### src/logic/drph_pkg.sv
// shared constants and types of the debug reset and power handshake
package drph_pkg;

    // ------------------------------------------------------------------
    // register offsets of the debug port end
    // ------------------------------------------------------------------
    localparam int             ADDR_W          = 8;
    localparam logic [ADDR_W-1:0] ADDR_CTRL_STAT  = 8'h00;
    localparam logic [ADDR_W-1:0] ADDR_INT_STATUS = 8'h04;
    localparam logic [ADDR_W-1:0] ADDR_INT_CLEAR  = 8'h08;
    localparam logic [ADDR_W-1:0] ADDR_INT_ENABLE = 8'h0C;
    localparam logic [ADDR_W-1:0] ADDR_AP_STATE   = 8'h10;

    // ------------------------------------------------------------------
    // control/status field positions
    // ------------------------------------------------------------------
    localparam int BIT_RST_REQ     = 26;
    localparam int BIT_RST_ACK     = 27;
    localparam int BIT_DBG_PWR_REQ = 28;
    localparam int BIT_DBG_PWR_ACK = 29;
    localparam int BIT_SYS_PWR_REQ = 30;
    localparam int BIT_SYS_PWR_ACK = 31;

    // ------------------------------------------------------------------
    // interrupt event bits
    // ------------------------------------------------------------------
    localparam int EV_W           = 4;
    localparam int EV_RST_ACK_SET = 0;
    localparam int EV_RST_ACK_CLR = 1;
    localparam int EV_DBG_PWR     = 2;
    localparam int EV_SYS_PWR     = 3;

    // ------------------------------------------------------------------
    // acknowledge synchroniser lanes
    // ------------------------------------------------------------------
    localparam int ACK_W   = 3;
    localparam int ACK_RST = 0;
    localparam int ACK_DBG = 1;
    localparam int ACK_SYS = 2;

    // ------------------------------------------------------------------
    // reset values and controller timing
    // ------------------------------------------------------------------
    localparam logic [31:0]     AP_STATE_RESET      = 32'h0000_0000;
    localparam logic [EV_W-1:0] INT_ENABLE_RESET    = 4'h0;
    localparam int              CNT_W               = 16;
    localparam int              RST_HOLD_CYCLES_DEF = 4;

    typedef enum logic [1:0] {
        DRPH_RC_IDLE  = 2'b00,
        DRPH_RC_RESET = 2'b01,
        DRPH_RC_ACK   = 2'b10
    } drph_rc_state_t;

endpackage

### src/logic/drph_link_if.sv
// link between the debug port end and the reset/power controller end
`timescale 1ns/10ps
interface drph_link_if;
    logic dbg_power_up_request;
    logic sys_power_up_request;
    logic dbg_power_up_ack;
    logic sys_power_up_ack;
    logic debug_reset_request;
    logic debug_reset_ack;
    logic debug_domain_reset;

    modport dev (
        output dbg_power_up_request,
        output sys_power_up_request,
        output debug_reset_request,
        input  dbg_power_up_ack,
        input  sys_power_up_ack,
        input  debug_reset_ack,
        input  debug_domain_reset
    );

    modport ctl (
        input  dbg_power_up_request,
        input  sys_power_up_request,
        input  debug_reset_request,
        output dbg_power_up_ack,
        output sys_power_up_ack,
        output debug_reset_ack,
        output debug_domain_reset
    );
endinterface

### src/logic/drph_dev.sv
// debug port end: control/status register, interrupts and access-port state
//
// Decided for this implementation: the APB interface to the registers and the placing of the registers.
`timescale 1ns/10ps

// Notes on behaviour
// merged power request is OR of both
// each domain still gets its own ack
// control/status holds reset request and ack
// request bit drives the reset request output
// controller resets debug domain, then acks
// debug reset clears access-port state
// debug port registers cleared only by power-on
// ack input reads back in status bit
// debugger clears request after seeing ack
// controller drops ack after request drops
// request never withdrawn before ack rises
// reset control bits writable at any time
// debug power-up also clears access-port state
// powered-down domain ignores debug reset
// power acks low until request and power
// domain ack is request AND domain active
// reset ack synchronised before status use
module drph_dev #(
    parameter int ADDR_W = drph_pkg::ADDR_W
) (
    input  wire logic              pclk,
    input  wire logic              presetn,
    input  wire logic              ce,
    input  wire logic              psel,
    input  wire logic              penable,
    input  wire logic              pwrite,
    input  wire logic [ADDR_W-1:0] paddr,
    input  wire logic [31:0]       pwdata,
    output logic      [31:0]       prdata,
    output logic                   pready,
    output logic                   pslverr,
    output logic                   irq,
    output logic      [31:0]       access_port_state,
    drph_link_if.dev               link
);
    typedef struct packed {
        logic                           rst_req;
        logic                           dbg_pwr_req;
        logic                           sys_pwr_req;
        logic [drph_pkg::EV_W-1:0]      int_status;
        logic [drph_pkg::EV_W-1:0]      int_enable;
        logic [drph_pkg::ACK_W-1:0]     ack_prev;
        logic [31:0]                    ap_state;
        logic [31:0]                    prdata;
        logic                           pslverr;
        logic                           irq;
    } drph_dev_regs_t;

    drph_dev_regs_t                 r_q;
    drph_dev_regs_t                 r_d;
    logic [drph_pkg::ACK_W-1:0]     ack_s;
    logic [drph_pkg::EV_W-1:0]      ev;
    logic [drph_pkg::EV_W-1:0]      clr;
    logic [31:0]                    ctrl_val;
    logic                           wr;
    logic                           setup;
    logic                           dbg_up;
    logic                           ap_clear;
    logic                           hit;
    logic [31:0]                    rd_val;
    logic [31:0]                    rd_word;
    logic                           rd_err;
    logic                           access;
    logic                           wr_ctrl;
    logic                           wr_clear;
    logic                           wr_enable;
    logic                           wr_ap;
    logic [drph_pkg::ACK_W-1:0]     ack_rise;
    logic [drph_pkg::ACK_W-1:0]     ack_fall;

    // ------------------------------------------------------------------
    // acknowledge synchroniser
    // ------------------------------------------------------------------
    drph_sync #(.WIDTH(drph_pkg::ACK_W)) u_ack_sync (
        .pclk    (pclk),
        .presetn (presetn),
        .ce      (ce),
        .din     ({link.sys_power_up_ack, link.dbg_power_up_ack, link.debug_reset_ack}),
        .dout    (ack_s)
    );

    // ------------------------------------------------------------------
    // bus decode and status view
    // ------------------------------------------------------------------
    assign access = psel & penable & ce;
    assign wr     = access & pwrite;
    assign setup  = psel & ~penable;

    // ------------------------------------------------------------------
    // write strobes, one per writable register
    // ------------------------------------------------------------------
    assign wr_ctrl   = wr & (paddr == drph_pkg::ADDR_CTRL_STAT);
    assign wr_clear  = wr & (paddr == drph_pkg::ADDR_INT_CLEAR);
    assign wr_enable = wr & (paddr == drph_pkg::ADDR_INT_ENABLE);
    assign wr_ap     = wr & (paddr == drph_pkg::ADDR_AP_STATE);

    always_comb begin
        ctrl_val                          = '0;
        ctrl_val[drph_pkg::BIT_RST_REQ]     = r_q.rst_req;
        ctrl_val[drph_pkg::BIT_RST_ACK]     = ack_s[drph_pkg::ACK_RST];
        ctrl_val[drph_pkg::BIT_DBG_PWR_REQ] = r_q.dbg_pwr_req;
        ctrl_val[drph_pkg::BIT_DBG_PWR_ACK] = ack_s[drph_pkg::ACK_DBG];
        ctrl_val[drph_pkg::BIT_SYS_PWR_REQ] = r_q.sys_pwr_req;
        ctrl_val[drph_pkg::BIT_SYS_PWR_ACK] = ack_s[drph_pkg::ACK_SYS];
    end

    always_comb begin
        hit    = 1'b1;
        rd_val = '0;
        unique case (paddr)
            drph_pkg::ADDR_CTRL_STAT: begin
                rd_val = ctrl_val;
            end
            drph_pkg::ADDR_INT_STATUS: begin
                rd_val[drph_pkg::EV_W-1:0] = r_q.int_status;
            end
            drph_pkg::ADDR_INT_CLEAR: begin
                rd_val = '0;
            end
            drph_pkg::ADDR_INT_ENABLE: begin
                rd_val[drph_pkg::EV_W-1:0] = r_q.int_enable;
            end
            drph_pkg::ADDR_AP_STATE: begin
                rd_val = r_q.ap_state;
            end
            default: begin
                hit = 1'b0;
            end
        endcase
    end

    // ------------------------------------------------------------------
    // read capture
    // ------------------------------------------------------------------
    assign rd_word = hit ? rd_val : '0;
    assign rd_err  = ~hit;

    // ------------------------------------------------------------------
    // acknowledge edges, one lane per acknowledge
    // ------------------------------------------------------------------
    for (genvar g = 0; g < drph_pkg::ACK_W; g++) begin : g_ack_edge
        assign ack_rise[g] = ack_s[g] & ~r_q.ack_prev[g];
        assign ack_fall[g] = ~ack_s[g] & r_q.ack_prev[g];
    end

    // ------------------------------------------------------------------
    // events
    // ------------------------------------------------------------------
    always_comb begin
        ev                           = '0;
        ev[drph_pkg::EV_RST_ACK_SET] = ack_rise[drph_pkg::ACK_RST];
        ev[drph_pkg::EV_RST_ACK_CLR] = ack_fall[drph_pkg::ACK_RST];
        ev[drph_pkg::EV_DBG_PWR]     = ack_rise[drph_pkg::ACK_DBG] | ack_fall[drph_pkg::ACK_DBG];
        ev[drph_pkg::EV_SYS_PWR]     = ack_rise[drph_pkg::ACK_SYS] | ack_fall[drph_pkg::ACK_SYS];
    end

    assign clr      = wr_clear ? pwdata[drph_pkg::EV_W-1:0] : '0;
    assign dbg_up   = ack_rise[drph_pkg::ACK_DBG];
    assign ap_clear = (link.debug_domain_reset & ack_s[drph_pkg::ACK_DBG]) | dbg_up;

    // ------------------------------------------------------------------
    // next state
    // ------------------------------------------------------------------
    always_comb begin
        r_d          = r_q;
        r_d.ack_prev = ack_s;
        if (wr_ctrl) begin
            r_d.rst_req     = pwdata[drph_pkg::BIT_RST_REQ];
            r_d.dbg_pwr_req = pwdata[drph_pkg::BIT_DBG_PWR_REQ];
            r_d.sys_pwr_req = pwdata[drph_pkg::BIT_SYS_PWR_REQ];
        end
        if (wr_enable) begin
            r_d.int_enable = pwdata[drph_pkg::EV_W-1:0];
        end
        r_d.int_status = (r_q.int_status & ~clr) | ev;
        if (ap_clear) begin
            r_d.ap_state = drph_pkg::AP_STATE_RESET;
        end else if (wr_ap) begin
            r_d.ap_state = pwdata;
        end
        if (setup) begin
            r_d.prdata  = rd_word;
            r_d.pslverr = rd_err;
        end
        r_d.irq = |(r_d.int_status & r_d.int_enable);
    end

    // power-on reset only; debug-domain reset reaches only ap_state, through its synchronous clear
    always_ff @(posedge pclk or negedge presetn) begin
        if (!presetn) begin
            r_q <= '0;
        end else if (ce) begin
            r_q <= r_d;
        end
    end

    // ------------------------------------------------------------------
    // outputs
    // ------------------------------------------------------------------
    assign prdata                    = r_q.prdata;
    assign pready                    = access;
    assign pslverr                   = r_q.pslverr;
    assign irq                       = r_q.irq;
    assign access_port_state         = r_q.ap_state;
    assign link.debug_reset_request  = r_q.rst_req;
    assign link.dbg_power_up_request = r_q.dbg_pwr_req;
    assign link.sys_power_up_request = r_q.sys_pwr_req;
endmodule // drph_dev

### src/logic/drph_sync.sv
// two-flop level synchroniser, one lane per bit
`timescale 1ns/10ps
module drph_sync #(
    parameter int WIDTH = 1
) (
    input  wire logic             pclk,
    input  wire logic             presetn,
    input  wire logic             ce,
    input  wire logic [WIDTH-1:0] din,
    output logic      [WIDTH-1:0] dout
);
    typedef struct packed {
        logic [WIDTH-1:0] stage2;
        logic [WIDTH-1:0] stage1;
    } drph_sync_t;

    drph_sync_t s_q;
    drph_sync_t s_d;

    // ------------------------------------------------------------------
    // per-bit stages
    // ------------------------------------------------------------------
    always_comb begin
        s_d = s_q;
        for (int i = 0; i < WIDTH; i++) begin
            s_d.stage1[i] = din[i];
            s_d.stage2[i] = s_q.stage1[i];
        end
    end

    always_ff @(posedge pclk or negedge presetn) begin
        if (!presetn) begin
            s_q <= '0;
        end else if (ce) begin
            s_q <= s_d;
        end
    end

    assign dout = s_q.stage2;
endmodule // drph_sync

### src/flat_wrapper.sv
// flat-port wrapper written by rule: the top's interface ports become plain ports
module drph_dev_flat 
#(
    parameter int ADDR_W = drph_pkg::ADDR_W
)
  (pclk, presetn, ce, psel, penable, pwrite, paddr, pwdata, prdata, pready, pslverr, irq, access_port_state, link_dbg_power_up_request, link_sys_power_up_request, link_debug_reset_request, link_dbg_power_up_ack, link_sys_power_up_ack, link_debug_reset_ack, link_debug_domain_reset);
  drph_link_if link_i ();
  input  wire logic pclk;
  input  wire logic presetn;
  input  wire logic ce;
  input  wire logic psel;
  input  wire logic penable;
  input  wire logic pwrite;
  input  wire logic [ADDR_W-1:0] paddr;
  input  wire logic [31:0] pwdata;
  output logic      [31:0] prdata;
  output logic pready;
  output logic pslverr;
  output logic irq;
  output logic      [31:0] access_port_state;
  output wire logic [$bits(link_i.dbg_power_up_request)-1:0] link_dbg_power_up_request;
  output wire logic [$bits(link_i.sys_power_up_request)-1:0] link_sys_power_up_request;
  output wire logic [$bits(link_i.debug_reset_request)-1:0] link_debug_reset_request;
  input wire logic [$bits(link_i.dbg_power_up_ack)-1:0] link_dbg_power_up_ack;
  input wire logic [$bits(link_i.sys_power_up_ack)-1:0] link_sys_power_up_ack;
  input wire logic [$bits(link_i.debug_reset_ack)-1:0] link_debug_reset_ack;
  input wire logic [$bits(link_i.debug_domain_reset)-1:0] link_debug_domain_reset;
  assign link_dbg_power_up_request = link_i.dbg_power_up_request;
  assign link_sys_power_up_request = link_i.sys_power_up_request;
  assign link_debug_reset_request = link_i.debug_reset_request;
  assign link_i.dbg_power_up_ack = link_dbg_power_up_ack;
  assign link_i.sys_power_up_ack = link_sys_power_up_ack;
  assign link_i.debug_reset_ack = link_debug_reset_ack;
  assign link_i.debug_domain_reset = link_debug_domain_reset;
  drph_dev #(.ADDR_W(ADDR_W)) u_core (.pclk(pclk), .presetn(presetn), .ce(ce), .psel(psel), .penable(penable), .pwrite(pwrite), .paddr(paddr), .pwdata(pwdata), .prdata(prdata), .pready(pready), .pslverr(pslverr), .irq(irq), .access_port_state(access_port_state), .link(link_i));
endmodule
### config.mk
export PLATFORM = sky130hd
export DESIGN_NAME = drph_dev_flat
export DESIGN_NICKNAME = d
export VERILOG_FILES = /design/src/logic/drph_pkg.sv /design/src/logic/drph_link_if.sv /design/src/logic/drph_dev.sv /design/src/logic/drph_sync.sv /design/src/flat_wrapper.sv
export SDC_FILE = /design/constraint.sdc
export NUM_CORES = 1
export LEC_CHECK = 0
export BUFFER_PORTS_ARGS = -buffer_cell sky130_fd_sc_hd__buf_2
export CAP_MARGIN = 20
export CORE_AREA = 2 2 91 93
export DETAILED_ROUTE_END_ITERATION = 16
export DIE_AREA = 0 0 93 95
export GPL_TIMING_DRIVEN = 1
export HOLD_SLACK_MARGIN = 0.03
export PLACE_DENSITY = 0.8
export SLEW_MARGIN = 20
export SYNTH_ARGS = -nofsm -noshare
export SYNTH_HDL_FRONTEND = slang
export SYNTH_HIERARCHICAL = 1
export SYNTH_SLANG_ARGS = --single-unit
### constraint.sdc
create_clock -name pclk -period 4.1 [get_ports pclk]
set_input_delay 0.205 -clock pclk [delete_from_list [all_inputs] [get_ports pclk]]
set_output_delay 0.205 -clock pclk [all_outputs]
set_load 0.01 [all_outputs]
# [Word level (Yosys, flattened, before mapping)]
# Cells that the tools add are included.
[totals] register_bits=86 input_bits=50 out_inout_bits=70
[op_classes] n_eq_ne=4 mux=8 bitwise=30 reduce_logical=7
[ops] op="$mux W32" n=3
[ops] op="$pmux W28 S2" n=1
[ops] op="$eq A8 B4 Y1 const B" n=2
[ops] op="$and A1 B1 Y1" n=15
[ops] op="$pmux W4 S3" n=1
[ops] op="$and A4 B4 Y4" n=2
[ops] op="$eq A8 B3 Y1 const B" n=1
[ops] op="$eq A8 B5 Y1 const B" n=1
[ops] op="$logic_not A8 Y1" n=1
[ops] op="$mux W4" n=2
[ops] op="$not A1 Y1" n=8
[ops] op="$reduce_and A2 Y1" n=3
[ops] op="$reduce_or A5 Y1" n=1
[ops] op="$not A4 Y4" n=1
[ops] op="$or A4 B4 Y4" n=1
[ops] op="$reduce_or A4 Y1" n=1
[ops] op="$or A1 B1 Y1" n=3
[ops] op="$reduce_bool A2 Y1" n=1
[ops] op="$mux W1" n=1

# [Depth between registers and ports, before layout]
[logic_depth] ltp_word=10 mapped_depth=8

# [By module]
# Netlist, hierarchy kept.
[modules_own_cells] module="drph_dev" instances=1 cells_per_inst=427 area_each_um2=3958.8
[modules_own_cells] module="drph_sync" instances=1 cells_per_inst=13 area_each_um2=251.5

# [Least setup slack after synthesis]
# Ideal clock, no wire load.
[synth_timing] path_kind="register to register" from="reg u_core.u_ack_sync.s_q, in the netlist u_core/u_ack_sync/dout[1]" to="reg u_core.r_q, in the netlist u_core/access_port_state[21]" setup_time_ps=76 arrival_time_ps=1496 required_time_ps=4024 path_slack_ps=2528 path_stages_with_launch=7 path_cell_list="dfrtp_1 -> ha_1 -> a21oi_1 -> clkbuf_1 -> clkbuf_1 -> nand2_1 -> o21ai_1"
[synth_between] elab_chain_len=4
[synth_lines] element="start, declared" line="drph_sync.sv:17" rtl="drph_sync_t s_q;"
[synth_lines] element="start signal, assigned" line="drph_sync.sv:33" rtl="s_q <= '0;"
[synth_lines] element="start signal, assigned" line="drph_sync.sv:35" rtl="s_q <= s_d;"
[synth_lines] element="$and A1 B1 Y1, on equally long branches" line="drph_dev.sv:165, drph_dev.sv:148"
[synth_lines] element="$or A1 B1 Y1 (*)" line="drph_dev.sv:165" rtl="assign ap_clear = (link.debug_domain_reset & ack_s[drph_pkg::ACK_DBG]) | dbg_up;"
[synth_lines] element="$reduce_bool A2 Y1 (no source line)"
[synth_lines] element="$reduce_and A2 Y1 (no source line)"
[synth_lines] element="end signal, assigned" line="drph_dev.sv:199" rtl="r_q <= r_d;"
[synth_lines] element="end, declared" line="drph_dev.sv:55" rtl="drph_dev_regs_t r_q;"
# Every way passes the cells marked *; elsewhere a longest branch is shown, timed or not.
# A chain may end at the register's enable or synchronous reset.

# [Worst setup path in the final report]
[layout_timing] from="in ce" to="reg u_core.r_q, in the netlist u_core/irq"
[layout_between] elab_chain_len=9
[layout_lines] element="start, declared" line="flat_wrapper.sv:10" rtl="input wire logic ce;"
[layout_lines] element="$and A1 B1 Y1" line="drph_dev.sv:91" rtl="assign access = psel & penable & ce;"
[layout_lines] element="$and A1 B1 Y1" line="drph_dev.sv:92" rtl="assign wr = access & pwrite;"
[layout_lines] element="$and A1 B1 Y1" line="drph_dev.sv:99" rtl="assign wr_clear = wr & (paddr == drph_pkg::ADDR_INT_CLEAR);"
[layout_lines] element="$mux W4" line="drph_dev.sv:163" rtl="assign clr = wr_clear ? pwdata[drph_pkg::EV_W-1:0] : '0;"
[layout_lines] element="$not A4 Y4" line="drph_dev.sv:181" rtl="r_d.int_status = (r_q.int_status & ~clr) | ev;"
[layout_lines] element="$and A4 B4 Y4" line="drph_dev.sv:181"
[layout_lines] element="$or A4 B4 Y4" line="drph_dev.sv:181"
[layout_lines] element="$and A4 B4 Y4" line="drph_dev.sv:191" rtl="r_d.irq = |(r_d.int_status & r_d.int_enable);"
[layout_lines] element="$reduce_or A4 Y1" line="drph_dev.sv:191"
# Several ways; a longest one is shown, not always the timed one.

==> metrics.csv <==
stage;metric;value;unit
outcome;status;finished clean;
worst_setup_path;CP max stage delay;400;ps
worst_setup_path;Crit Path Max Fanout;21;
worst_setup_path;CP top delay family;compound AO/OA/AOI/OAI gates;
clock_tree;Clock transition at path regs;90;ps
worst_setup_path;Slowest-stage cell, CP;and4_1;
placement;DP Cell Count;579;
worst_setup_path;Reg-to-Reg End;u_core/access_port_state[18];
logic_synthesis;Mapped Cells;440;
logic_synthesis;ys async rst share;1.00;
routing;drt via density;5.08;
cells_and_area;multi-input combinational cell area;0.00142;mm²
die;Ports;120;
worst_setup_path;WP data arrival;1870;ps
logic_synthesis;post-synth top area share;0.511;
worst_setup_path;Buf/Inv on CP;1;
logic_synthesis;synth unique cells;37;
clock_tree;Post-CTS Setup Inserts;0;
logic_synthesis;Post-Syn Nets;491;
placement;final RePlAce weighted congestion;0.832;
worst_setup_path;reg2reg start;u_core/u_ack_sync/dout[1];
logic_synthesis;Yosys reg bits;86;
routing;Post-DRT Antenna Nets;0;
logic_synthesis;Synthesis Warnings;6;
logic_synthesis;Cell Area, Synth;0.00421;mm²
worst_setup_path;Worst EP required;4300;ps
worst_hold_path;Hold Path Sink;u_core/access_port_state[9];
sta;Achievable Freq;598;MHz
sta;RSZ-0062 raised after global routing;no;
worst_setup_path;CP cell instances;buf_2 > and4_1 > nand4_1 > o31a_1 > o21ai_0 > a41oi_1;
sta;Worst Tran Pin Value;1070;ps
logic_synthesis;Top FF cell, synth;dfrtp_1;
power_and_ir_drop;worst IR drop on VDD;0.226;mV
clock_tree;worst skew pair latency;350;ps
power_and_ir_drop;leakage;2.46;nW
clock_tree;number of buffers created by CTS;9;
sta;Clock Skew;7.94;ps
logic_synthesis;cell taking the most area after synthesis;dfrtp_1;
die;Core Area;0.00793;mm²
worst_setup_path;Worst R2R Setup Slack;2450;ps
cells_and_area;Area Growth Syn to Fin;8.89;%
clock_tree;CTS Root Cell;clkbuf_8;
power_and_ir_drop;Reg power frac;0.513;
routing;drt first pass iters;4;
global_route;number of global-route vias before repair;2775;
routing;vias;3030;
global_route;antenna violations before repair;0;
sta;Worst Hold Margin;71.5;ps
worst_setup_path;cells on worst reg2reg path;6;
power_and_ir_drop;Clk pwr share;0.302;
sta;# setup viols final;0;
die;die height;95;µm
logic_synthesis;Post-synth EDFFs;0;
sta;setup_tns;0;ps
routing;DRC violations left;0;
sta;Max Transition Viols Final;0;
worst_hold_path;min-delay src;pwdata[9];
logic_synthesis;Seq/Total Area, Yosys;0.511;
cells_and_area;FF/Latch Area;0.00215;mm²
worst_setup_path;critical path endpoint category;flip-flop;
cells_and_area;share of cells above drive strength 1;0.325;
routing;final wirelength;8710;µm
global_route;grt total ovfl;0;
logic_synthesis;Mapped Avg Cell Area;9.57;µm²
worst_setup_path;Worst Setup Start Kind;primary input;
clock_tree;CTS H-Tree Depth;3;
global_route;total track usage;0.202;
clock_tree;maximum clock path buffer count;2;
worst_hold_path;Hold Crit Class;primary input to flip-flop;
sta;minimum clock period after layout;1670;ps
clock_tree;clk sinks;86;
run;max-cap viol count;0;
global_route;largest net degree at the start of global routing;87;
worst_setup_path;critical path class;primary input to flip-flop;
power_and_ir_drop;Comb pwr share;0.186;
die;DIE AREA;0.00884;mm²
placement;port bufs;119;
sta;final period utilization;0.408;
power_and_ir_drop;Int Power;1.39;mW
die;Starting Density;0.531;
worst_hold_path;hold depth;3;
routing;routed length per instance;14.6;µm
sta;max_slew headroom;0.289;
cells_and_area;Final #Nets;538;
die;Die W;93;µm
die;Cell Rows;33;
logic_synthesis;synth top area cells;dfrtp_1, buf_4, nand2_1;
global_route;first-pass GRT wire length;13800;µm
cells_and_area;final cell count without fillers;597;
power_and_ir_drop;cell area power density;438;mW/mm²
power_and_ir_drop;Net Switching;0.621;mW
cells_and_area;FILL cells;735;
clock_tree;TritonCTS clock tree;built;
placement;Final HPWL DP;6210;µm
power_and_ir_drop;sw frac;0.309;
routing;initial DRC count;154;
sta;Final Hold Viols;0;
cells_and_area;ANT cells;0;
-- metal layers --
| layer | up-vias | share of wire | GRT usage | wire length [µm] |
|---|---|---|---|---|
| met1 | 1456 | 0.44 | 0.273 | 3850 |
| li1 | 1483 | - | - | - |
| met5 | - | 0 | 0 | 0 |
| met3 | 11 | 0.044 | 0.0367 | 387 |
| met2 | 80 | 0.50 | 0.329 | 4340 |
| met4 | 0 | 0.016 | 0.0723 | 139 |
-- stage by stage --
stage	setup WS (ps)	utilization	cell area, µm²	total power [mW]
6_report	2430	0.578	4580	2.01
3_5_place_dp	1920	0.548	4350	1.42
3_3_place_gp	2110	0.548	4350	1.40
5_1_grt	2270	0.578	4580	2.13
4_1_cts	2080	0.574	4550	2.03
2_1_floorplan	2530	-	4210	1.35
-- flip-flops by register name, summed over array words and instances, names as in the netlist --
name,flops
u_core/link.debug_reset_request,1
u_core/link.sys_power_up_request,1
u_core/r_q,11
u_core/pslverr,1
u_core/link.dbg_power_up_request,1
u_core/access_port_state,32
u_core/irq,1
u_core/prdata,32
u_core/u_ack_sync/s_d,3
u_core/u_ack_sync/dout,3
-- worst min-delay path: stages --
cell and delay, ps:
buf_2 100, nand2_1 50, o21ai_1 50
-- synth_stat cells, types with 2 or more instances --
library cell  count
a21o_1            4
a21oi_1           6
a22oi_1           6
and2_1            2
buf_2             6
buf_4            65
buf_6             5
clkbuf_1         11
dfrtp_1          86
inv_1             8
mux2_1            3
mux2_2            4
mux2_4            7
mux2i_1           4
nand2_1         122
nand3_1          22
nand4_1           3
nor2_1            8
nor3_4            2
o21ai_0           8
o21ai_1          36
o31a_1            3
o31ai_1           5
-- worst max path at each step --
stage,from,to,depth (start not counted)
floorplan,u_core/u_ack_sync/dout[1],u_core/access_port_state[21],6
global placement,ce,u_core/access_port_state[2],5
detailed placement,ce,u_core/access_port_state[1],5
CTS,u_core/u_ack_sync/dout[1],u_core/access_port_state[1],5
global route,u_core/u_ack_sync/dout[1],u_core/access_port_state[22],6
finish,ce,u_core/irq,6
-- layout by cell type, fill, tap and decap left out, drive strengths merged, types with 2 or more instances in the layout --
cell / Yosys / routed
a21o: 4 / 4
a21oi: 6 / 6
a22oi: 6 / 6
and2: 2 / 2
buf: 76 / 122
clkbuf: 11 / 9
dfrtp: 86 / 86
inv: 8 / 12
mux2: 14 / 14
mux2i: 4 / 4
nand2: 123 / 123
nand3: 22 / 22
nand4: 3 / 3
nor2: 9 / 9
nor3: 3 / 3
nor4b: 2 / 2
o21ai: 44 / 44
o31a: 3 / 3
o31ai: 5 / 5
-- power groups by stage --
stage,combinational (mW),sequential [mW],clock [mW]
2_1_floorplan,0.333,1.02,0
3_3_place_gp,0.360,1.04,0
3_5_place_dp,0.371,1.05,0
4_1_cts,0.372,1.03,0.625
5_1_grt,0.421,1.04,0.669
6_report,0.374,1.03,0.606
-- cells by family (layout without fill, tap and decap cells) --
logic type | after synthesis | in the layout | synth area share
simple gates | 169 | 169 | 0.179
compound gates | 70 | 70 | 0.0981
fa+ha+maj | 1 | 1 | 0.00297
xor+xnor | 1 | 1 | 0.00208
mux | 18 | 18 | 0.0532
buf+inv | 95 | 147 | 0.153
flops | 86 | 86 | 0.511
-- cell type report --
| class | count | area share |
|---|---|---|
| tap | 105 | 0.0287 |
| timing repair buffer | 123 | 0.141 |
| multi-input combinational | 259 | 0.310 |
| sequential | 86 | 0.469 |
| inverter | 8 | 0.00655 |
| clock inverter | 7 | 0.0175 |
| clock buffer | 9 | 0.0270 |
-- repair_timing --
action | in CTS | in global routing
hold endpoints to repair | 0 | 86
resized for setup | 0 | 0
setup endpoints to repair | 0 | 0
hold buffers | 0 | 1
(Power assumes the default switching activity.)
